## src/core/remap_params.svh

```systemverilog
`ifndef REMAP_PARAMS_SVH
`define REMAP_PARAMS_SVH

// ****************************************************************
// register byte offsets
// ****************************************************************
`define ADDR_ENTRY 4'h0
`define ADDR_REQUEST 4'h4
`define ADDR_STATUS 4'h8

// ****************************************************************
// entry word field positions
// ****************************************************************
`define PRESENT_BIT 0
`define TRIG_BIT 4
`define MODE_LO 5
`define MODE_HI 7
`define VEC_LO 16
`define VEC_HI 23

// ****************************************************************
// delivery mode field encodings
// ****************************************************************
`define MODE_FIXED 3'h0
`define MODE_LOWEST 3'h1
`define MODE_SYS_MGMT 3'h2
`define MODE_RSVD_A 3'h3
`define MODE_NMI 3'h4
`define MODE_INIT 3'h5
`define MODE_RSVD_B 3'h6
`define MODE_LEGACY 3'h7

// ****************************************************************
// request and status fields, reset values
// ****************************************************************
`define REQ_GO_BIT 0
`define ST_DELIVER_BIT 0
`define ST_BLOCKED_BIT 1
`define ST_RESERVED_BIT 2
`define ST_LEVEL_BIT 3
`define ST_KIND_LO 4
`define ST_KIND_HI 6
`define ENTRY_RESET 32'h0000_0000
`define STATUS_RESET 32'h0000_0000
`define VEC_ZERO 8'h00

`endif

```

## src/core/remap_pkg.sv

```systemverilog
package remap_pkg;

  // decoded kind of delivery for one entry
  typedef enum logic [2:0] {
    KIND_NONE,
    KIND_FIXED,
    KIND_LOWEST,
    KIND_SYS_MGMT,
    KIND_NMI,
    KIND_INIT,
    KIND_LEGACY
  } delivery_kind_type;

  typedef logic [31:0] word_type;

endpackage

```

## src/core/remap_mode_decoder.sv

```systemverilog
`timescale 1ns/100ps
`default_nettype none
`include "remap_params.svh"

module remap_mode_decoder
  import remap_pkg::*;
(
  input wire logic [31:0] entry_in,
  output delivery_kind_type kind_out,
  output logic level_out,
  output logic [7:0] vector_out,
  output logic deliver_out,
  output logic blocked_out,
  output logic reserved_out
);

  logic present;
  logic trig;
  logic [2:0] mode;

  // field extraction
  assign present = entry_in[`PRESENT_BIT];
  assign trig = entry_in[`TRIG_BIT];
  assign mode = entry_in[`MODE_HI:`MODE_LO];

  // decode of delivery mode and trigger, only for a present entry
  always_comb begin
    kind_out = KIND_NONE;
    level_out = 1'b0;
    vector_out = `VEC_ZERO;
    deliver_out = 1'b0;
    blocked_out = !present;
    reserved_out = 1'b0;
    if (present) begin
      case (mode)
        `MODE_FIXED: begin
          kind_out = KIND_FIXED;
          level_out = trig;
          vector_out = entry_in[`VEC_HI:`VEC_LO];
          deliver_out = 1'b1;
        end
        `MODE_LOWEST: begin
          kind_out = KIND_LOWEST;
          level_out = trig;
          vector_out = entry_in[`VEC_HI:`VEC_LO];
          deliver_out = 1'b1;
        end
        `MODE_SYS_MGMT: begin
          kind_out = KIND_SYS_MGMT;
          deliver_out = 1'b1;
        end
        `MODE_NMI: begin
          kind_out = KIND_NMI;
          deliver_out = 1'b1;
        end
        `MODE_INIT: begin
          kind_out = KIND_INIT;
          deliver_out = 1'b1;
        end
        `MODE_LEGACY: begin
          kind_out = KIND_LEGACY;
          level_out = trig;
          deliver_out = 1'b1;
        end
        default: begin
          reserved_out = 1'b1;
        end
      endcase
    end
  end

endmodule
`default_nettype wire

```

## src/core/remap_entry_delivery_decode.sv

```systemverilog
`timescale 1ns/100ps
`default_nettype none
`include "remap_params.svh"

// What this block does
// - mode 000b delivers fixed to all destination agents, edge or level.
// - mode 001b delivers to exactly one destination agent, edge or level.
// - mode 010b is system management, always edge, vector ignored.
// - mode 100b delivers non-maskable to all agents, edge, vector ignored.
// - mode 101b delivers processor init to all agents, edge, no vector.
// - mode 111b delivers to every agent's legacy interrupt input.
// - trigger bit 4: zero is edge, one is level.
// - trigger bit is looked at only when the entry is present.
// - present bit 0 clear blocks requests; set processes them.
module remap_entry_delivery_decode
  import remap_pkg::*;
(
  input wire logic clk_sys_in,
  input wire logic nrst_in,
  input wire logic [3:0] address_in,
  input wire logic read_in,
  input wire logic write_in,
  input wire logic [31:0] writedata_in,
  input wire logic [3:0] byteenable_in,
  output logic [31:0] readdata_out,
  output logic waitrequest_out,
  output logic deliver_out,
  output logic blocked_out,
  output logic reserved_out,
  output logic fixed_out,
  output logic lowest_out,
  output logic system_management_interrupt_out,
  output logic nmi_out,
  output logic init_out,
  output logic legacy_out,
  output logic level_out,
  output logic [7:0] vector_out
);

  // ****************************************************************
  // bus slave
  // ****************************************************************
  logic ack;
  logic next_ack;
  logic next_waitrequest;
  logic [31:0] next_readdata;
  logic wr_commit;
  logic req_fire;
  word_type entry;
  word_type next_entry;
  word_type status;
  word_type next_status;

  // a write lands only at the edge where waitrequest is seen low
  assign wr_commit = ack && write_in;
  assign req_fire = wr_commit && (address_in == `ADDR_REQUEST) &&
                    byteenable_in[0] && writedata_in[`REQ_GO_BIT];

  // one wait cycle per transfer, read data captured before release
  always_comb begin
    next_ack = (read_in || write_in) && !ack;
    next_waitrequest = !next_ack;
    next_readdata = readdata_out;
    if (next_ack && read_in) begin
      case (address_in)
        `ADDR_ENTRY: next_readdata = entry;
        `ADDR_STATUS: next_readdata = status;
        default: next_readdata = 32'h0000_0000; // request and unmapped
      endcase
    end
  end

  // bus handshake registers
  always_ff @(posedge clk_sys_in) begin
    if (!nrst_in) begin
      ack <= 1'b0;
      waitrequest_out <= 1'b1;
      readdata_out <= 32'h0000_0000;
    end else begin
      ack <= next_ack;
      waitrequest_out <= next_waitrequest;
      readdata_out <= next_readdata;
    end
  end

  // ****************************************************************
  // entry register, byte lane writes
  // ****************************************************************
  always_comb begin
    next_entry = entry;
    if (wr_commit && (address_in == `ADDR_ENTRY)) begin
      for (int i = 0; i < 4; i++) begin
        if (byteenable_in[i]) begin
          next_entry[i*8 +: 8] = writedata_in[i*8 +: 8];
        end
      end
    end
  end

  // entry storage
  always_ff @(posedge clk_sys_in) begin
    if (!nrst_in) begin
      entry <= `ENTRY_RESET;
    end else begin
      entry <= next_entry;
    end
  end

  // ****************************************************************
  // decode and delivery
  // ****************************************************************
  delivery_kind_type dec_kind;
  logic dec_level;
  logic [7:0] dec_vector;
  logic dec_deliver;
  logic dec_blocked;
  logic dec_reserved;
  logic next_deliver;
  logic next_blocked;
  logic next_reserved;
  logic next_fixed;
  logic next_lowest;
  logic next_sys_mgmt;
  logic next_nmi;
  logic next_init;
  logic next_legacy;
  logic next_level;
  logic [7:0] next_vector;

  remap_mode_decoder remap_mode_decoder_inst (
    .entry_in(entry),
    .kind_out(dec_kind),
    .level_out(dec_level),
    .vector_out(dec_vector),
    .deliver_out(dec_deliver),
    .blocked_out(dec_blocked),
    .reserved_out(dec_reserved)
  );

  // one-cycle delivery pulses per request, status keeps the last result
  always_comb begin
    next_deliver = req_fire && dec_deliver;
    next_blocked = req_fire && dec_blocked;
    next_reserved = req_fire && dec_reserved;
    next_fixed = req_fire && (dec_kind == KIND_FIXED);
    next_lowest = req_fire && (dec_kind == KIND_LOWEST);
    next_sys_mgmt = req_fire && (dec_kind == KIND_SYS_MGMT);
    next_nmi = req_fire && (dec_kind == KIND_NMI);
    next_init = req_fire && (dec_kind == KIND_INIT);
    next_legacy = req_fire && (dec_kind == KIND_LEGACY);
    next_level = req_fire && dec_level;
    next_vector = req_fire ? dec_vector : `VEC_ZERO;
    next_status = status;
    if (req_fire) begin
      next_status = `STATUS_RESET;
      next_status[`ST_DELIVER_BIT] = dec_deliver;
      next_status[`ST_BLOCKED_BIT] = dec_blocked;
      next_status[`ST_RESERVED_BIT] = dec_reserved;
      next_status[`ST_LEVEL_BIT] = dec_level;
      next_status[`ST_KIND_HI:`ST_KIND_LO] = dec_kind;
    end
  end

  // delivery output registers
  always_ff @(posedge clk_sys_in) begin
    if (!nrst_in) begin
      deliver_out <= 1'b0;
      blocked_out <= 1'b0;
      reserved_out <= 1'b0;
      fixed_out <= 1'b0;
      lowest_out <= 1'b0;
      system_management_interrupt_out <= 1'b0;
      nmi_out <= 1'b0;
      init_out <= 1'b0;
      legacy_out <= 1'b0;
      level_out <= 1'b0;
      vector_out <= `VEC_ZERO;
      status <= `STATUS_RESET;
    end else begin
      deliver_out <= next_deliver;
      blocked_out <= next_blocked;
      reserved_out <= next_reserved;
      fixed_out <= next_fixed;
      lowest_out <= next_lowest;
      system_management_interrupt_out <= next_sys_mgmt;
      nmi_out <= next_nmi;
      init_out <= next_init;
      legacy_out <= next_legacy;
      level_out <= next_level;
      vector_out <= next_vector;
      status <= next_status;
    end
  end
endmodule
`default_nettype wire

```

## config.mk

```make
export PLATFORM = sky130hd
export DESIGN_NAME = remap_entry_delivery_decode
export DESIGN_NICKNAME = d
export VERILOG_FILES = /design/src/core/remap_pkg.sv /design/src/core/remap_mode_decoder.sv /design/src/core/remap_entry_delivery_decode.sv
export VERILOG_INCLUDE_DIRS = /design/src /design/src/core
export SDC_FILE = /design/constraint.sdc
export NUM_CORES = 1
export LEC_CHECK = 0
export ABC_AREA = 1
export BUFFER_PORTS_ARGS = -buffer_cell sky130_fd_sc_hd__buf_2
export CORE_ASPECT_RATIO = 1.2
export CORE_MARGIN = 8
export CORE_UTILIZATION = 52
export DETAILED_ROUTE_END_ITERATION = 10
export PLACE_DENSITY = 0.92
export SETUP_SLACK_MARGIN = 0.5
export SYNTH_ARGS = -nofsm -noshare
export SYNTH_HDL_FRONTEND = slang
export SYNTH_SLANG_ARGS = --single-unit
```

## constraint.sdc

```tcl
create_clock -name clk_sys_in -period 2.5 [get_ports clk_sys_in]
set_input_delay 0.25 -clock clk_sys_in [delete_from_list [all_inputs] [get_ports clk_sys_in]]
set_output_delay 0.25 -clock clk_sys_in [all_outputs]
set_load 0.03 [all_outputs]
```

* Yosys cells after proc, flatten, opt, wreduce, memory -nomap -nowiden
Index checks and enable logic that the tools add are counted.
Storage, ports and cells: flip-flop bits (word level) 91, output and inout bits 51, input bits 44
Operators by class: equality and inequality tests 13, reductions and logical operators 31, muxes and demuxes 9
Operators with widths (number):
- one-hot mux 32 bit (2 select lines) | 1
- equality test 3 bit, second input constant | 6
- one-hot mux 3 bit (6 select lines) | 1
- logical AND 1 bit | 17
- equality test 3 x 2 -> 1 bit, second input constant | 3
- AND reduction 2 bit | 4
- equality test 3 x 1 -> 1 bit, second input constant | 2
- 2-to-1 mux 1 bit | 6
- OR reduction 6 bit | 1
- equality test 4 x 3 -> 1 bit, second input constant | 1
- equality test 4 bit, second input constant | 1
- logical NOT 4 bit | 1
- AND reduction 4 bit | 1
- logical NOT 1 bit | 3
- logical NOT 3 bit | 1
- 2-to-1 mux 3 bit | 1
- OR reduction 3 bit | 1
- OR reduction 2 bit | 1
- logical OR 1 bit | 1

* Depth between registers and ports, before layout
depth in word-level cells 5, depth in mapped cells 8, depth with buffers taken out 7

* Cells and area by module
From an unflattened synthesis, not the netlist that was laid out.
Unflattened totals: cells, all modules 624, area, all modules 4164.0 µm²
Modules (own cells, without submodules):
- remap_entry_delivery_decode | sequential area each 1821.7 µm², area an instance 3990.1 µm², cells an instance 585, instances 1
- remap_mode_decoder | sequential area each 0.0 µm², area an instance 173.9 µm², cells an instance 39, instances 1

* Worst setup path after synthesis
Ideal clock, no wire load.
path type input-to-reg, from in address_in[3], to reg entry[10], buffers on the path 1, cell stages on the path 7, required time 2384 ps, slack 1300 ps, setup time 116 ps, arrival 1084 ps, cells stage by stage buf_6 nor2_4 nand3_4 nor2_4 inv_2 nor2_1 nor2_1
On the way: cells in the longest elaborated chain, start to end 3
RTL lines:
- from (decl) | RTL line remap_entry_delivery_decode.sv:20 | input wire logic [3:0] address_in,
- logical NOT 4 bit
- logical AND 1 bit | RTL line remap_entry_delivery_decode.sv:91 | if (wr_commit && (address_in == `ADDR_ENTRY)) begin
- AND reduction 2 bit (no line)
- to (signal assigned) | RTL line remap_entry_delivery_decode.sv:103 | entry <= `ENTRY_RESET;
- to (signal assigned) | RTL line remap_entry_delivery_decode.sv:105 | entry <= next_entry;
- to (decl) | RTL line remap_entry_delivery_decode.sv:49 | word_type entry;
No other way between the ends. A chain may end at the register's enable or synchronous reset.

* Final worst setup path
from reg ack, to reg readdata_out[23]
On the way: cells in the longest elaborated chain, start to end 3
RTL lines:
- from (decl) | RTL line remap_entry_delivery_decode.sv:43 | logic ack;
- from (signal assigned) | RTL line remap_entry_delivery_decode.sv:80 | ack <= next_ack;
- logical NOT 1 bit | RTL line remap_entry_delivery_decode.sv:61 | next_ack = (read_in || write_in) && !ack;
- logical AND 1 bit | RTL line remap_entry_delivery_decode.sv:61
- logical AND 1 bit | RTL line remap_entry_delivery_decode.sv:64 | if (next_ack && read_in) begin
- to (signal assigned) | RTL line remap_entry_delivery_decode.sv:82 | readdata_out <= next_readdata;
- to (decl) | RTL line remap_entry_delivery_decode.sv:25 | output logic [31:0] readdata_out,
No other way between the ends.

==> impl_results.rst <==
.. list-table::
   :header-rows: 1

   * - Metric
     - Value
   * - Origin of the worst setup path
     - ack$_SDFF_PN0_
   * - Series of cell instances along the critical path
     - o21bai_1 > nor2_2 > inv_1 > buf_4 > nand2_1 > a21oi_1
   * - Overall die height
     - 105 µm
   * - CTS tree
     - yes
   * - Post-route worst setup slack
     - 0.925 ns
   * - Share of the cycle needed by the critical path after routing
     - 63.0%
   * - Accumulated negative setup slack
     - 0 ns
   * - Worst slack after detailed placement
     - 0.858 ns
   * - Finished Layout Cells
     - 614
   * - First-pass detailed-route iteration total
     - 5
   * - Setup violations, final
     - 0
   * - Clock Power Share
     - 43.6%
   * - Largest net degree at the start of global routing
     - 35
   * - Area enclosed by the die boundary
     - 9380 µm²
   * - Max-slew violation total from the final report
     - 0
   * - Min-Delay Path Class
     - in -> reg
   * - Core box area
     - 6370 µm²
   * - Met2 usage in global routing
     - 35.0%
   * - Gates resized, CTS repair
     - 0
   * - Area share of the leading cell type in the synthesized netlist
     - 53.7%
   * - # nets final
     - 568
   * - Worst path top cell family by delay
     - buffers and inverters
   * - Number of hold buffers added after CTS
     - 0
   * - Required time worst endpoint
     - 2.79 ns
   * - Master cell of the clock root buffer
     - sky130_fd_sc_hd__clkbuf_8
   * - Most area-hungry cell type in the Yosys netlist
     - sky130_fd_sc_hd__dfxtp_1
   * - Final RePlAce weighted congestion
     - 0.890
   * - Total CTS buffers
     - 9
   * - Switching power total
     - 0.627 mW
   * - Data arrival, critical path
     - 1.86 ns
   * - GR Layer Usage met3
     - 5.78%
   * - Number of buffers inserted to repair setup after CTS
     - 0
   * - Met1 global-route usage
     - 20.0%
   * - Flop and latch count out of synthesis
     - 91
   * - Pwr per Cell Area
     - 675 nW/µm²
   * - Final HPWL DP
     - 6.64 mm
   * - Min Hold Slack
     - 0.106 ns
   * - Type of element capturing the critical path
     - flip-flop
   * - Sequential cell area fraction in the yosys report
     - 53.7%
   * - CP Launch Type
     - flip-flop
   * - Syn avg cell area
     - 7.84 µm²
   * - Max-slew headroom at the worst pin
     - 60.2%
   * - Fmax
     - 635 MHz
   * - Proportion of power drawn by combinational gates
     - 4.4%
   * - Yosys synthesis warning count
     - 0
   * - Fraction of final layout cells sized beyond drive strength 1
     - 24.6%
   * - Congestion Overflow GR
     - 0
   * - I/O pin total
     - 95
   * - Wire length of the first global-routing pass
     - 15.2 mm
   * - Residual DRC count
     - 0
   * - Proportion of power drawn by flip-flops and latches
     - 51.9%
   * - Number of port buffers
     - 94
   * - Detail-routed net length per standard cell
     - 15.0 µm
   * - DRT Wirelength
     - 9.23 mm
   * - Max Cap Viol
     - 0
   * - Seq. cell area
     - 1820 µm²
   * - Unique cell type count in the Yosys netlist
     - 19
   * - Synthesized net count
     - 477
   * - Clock-pin slew on the worst setup and hold paths
     - 0.10 ns
   * - Die X-Extent
     - 89.8 µm
   * - Clock latency on the worst-skew pair
     - 0.36 ns
   * - TritonCTS Sinks
     - 91
   * - Largest vdd supply drop
     - 0.456 mV
   * - Std cell rows
     - 32
   * - Via-to-Cell Ratio
     - 5.36
   * - Shortest period the worst path allows
     - 1.58 ns
   * - Post-DRT Antenna Nets
     - 0
   * - Area delta synth->final
     - 22.3%
   * - Leak Pwr
     - 1.91 nW
   * - Number of inserted filler cells in the final layout
     - 535
   * - Switching part of the total
     - 22.4%
   * - Cell type of the slowest stage on the worst timing path
     - sky130_fd_sc_hd__inv_1
   * - Worst reg-to-reg setup slack
     - 0.92 ns
   * - Top cells by area, synth
     - sky130_fd_sc_hd__dfxtp_1 (54%), sky130_fd_sc_hd__nor2_1 (9.8%), sky130_fd_sc_hd__nand2_1 (7.9%)
   * - RSZ-0062 raised after global routing
     - no
   * - RR Startpoint
     - ack$_SDFF_PN0_
   * - Hold Fails Final Rpt
     - 0
   * - Starting density of the core
     - 53.3%
   * - Slew at the pin with the worst max-slew slack
     - 0.597 ns
   * - Multi-input gate area in the final layout
     - 1350 µm²
   * - Outcome
     - complete, no violations
   * - Slowest stage delay, CP
     - 0.45 ns
   * - Number of antenna violations at the first check in global routing
     - 0
   * - Int Power
     - 2.18 mW
   * - Combined global-route utilization of all metal layers
     - 19.8%
   * - Buffering stage count on the worst path with inverters included
     - 2
   * - Number of instances in the synthesized netlist
     - 433
   * - Vias
     - 3290
   * - Deepest level of the CTS H-tree
     - 3
   * - Mapped Area
     - 3390 µm²
   * - Clock Skew
     - 0.00946 ns
   * - Critical path start-end classification
     - reg -> reg
   * - CTS Buffer Depth
     - 2
   * - Number of violations reported at the end of detailed-routing iteration 0
     - 218
   * - Cell area after layout
     - 4150 µm²
   * - Number of global-route vias before repair
     - 3404
   * - Placed Instance Area
     - 3900 µm²
   * - CP Max Fanout
     - 21
   * - Global route hottest layer
     - met2
   * - HP Start
     - writedata_in[21]
   * - Placed cells
     - 598
   * - Antenna cell count
     - 0
[final timing paths]
check	to	depth (start not counted)
max	readdata_out[23]$_SDFFE_PN0P_	6
max reg2reg	readdata_out[23]$_SDFFE_PN0P_	6
min	entry[21]$_SDFFE_PN0P_	3
min reg2reg	vector_out[3]$_SDFF_PN0_	2
[worst register-to-register path: stages, from the launching register on]
cell	delay, ns
sky130_fd_sc_hd__dfxtp_1	0.34
sky130_fd_sc_hd__o21bai_1	0.14
sky130_fd_sc_hd__nor2_2	0.06
sky130_fd_sc_hd__inv_1	0.45
sky130_fd_sc_hd__buf_4	0.28
sky130_fd_sc_hd__nand2_1	0.07
sky130_fd_sc_hd__a21oi_1	0.17
[cell usage in the layout (no fill, tap or decap), drive strengths merged]
cell,synthesis,layout
nand4,9,9
bufinv,0,3
nor2,97,97
buf,11,97
nand3,37,37
o21bai,1,1
a21oi,32,32
o21ai,38,38
nand2,73,73
dfxtp,91,91
clkbuf,6,9
inv,33,36
clkinv,0,1
nor3,5,5
[flip-flops by register name, indices dropped and copies added, names as in the netlist, 7 cells and up]
signal	flops
vector_out	8
status	7
entry	32
readdata_out	32
[kinds of logic after synthesis]
group | count (synthesis) | share of synthesized area, %
simple gates | 221 | 29.3
flops | 91 | 53.7
buf+inv | 50 | 6.49
compound gates | 71 | 10.5
[per-stage QoR]
| step | utilization, % | power [mW] |
|---|---|---|
| finish | 65.2 | 2.80 |
| global route | 65.2 | 2.88 |
| CTS | 65.2 | 2.81 |
| detailed placement | 61.2 | 1.61 |
| global placement | 61.2 | 1.61 |
| floorplan | - | 1.56 |
[metal layers]
layer | up-vias | share of wire, %
li1 | 1573 | -
met1 | 1512 | 38
met2 | 168 | 51
met3 | 37 | 6.4
met4 | 0 | 4.4
met5 | - | 0
[area by class of cell]
| class | count | share of cell area, % |
|---|---|---|
| sequential | 91 | 43.9 |
| multi-input combinational | 292 | 32.6 |
| timing repair buffer | 97 | 11.9 |
| clock inverter | 7 | 3.13 |
| clock buffer | 9 | 2.98 |
| inverter | 33 | 2.98 |
| tap | 85 | 2.56 |
[power groups by stage]
stage | logic, mW | registers, mW | clock network [mW]
5_1_grt | 0.136 | 1.46 | 1.29
3_3_place_gp | 0.118 | 1.49 | 0
2_1_floorplan | 0.0694 | 1.49 | 0
3_5_place_dp | 0.121 | 1.49 | 0
4_1_cts | 0.123 | 1.46 | 1.24
6_report | 0.124 | 1.46 | 1.22
[synth_stat cells (all sizes together)]
master / count
nand2: 73
nand3: 37
o21bai: 1
a21oi: 32
dfxtp: 91
nor3: 5
o21ai: 38
nor2: 97
clkbuf: 6
buf: 11
inv: 33
nand4: 9
(Power assumes the default switching activity.)
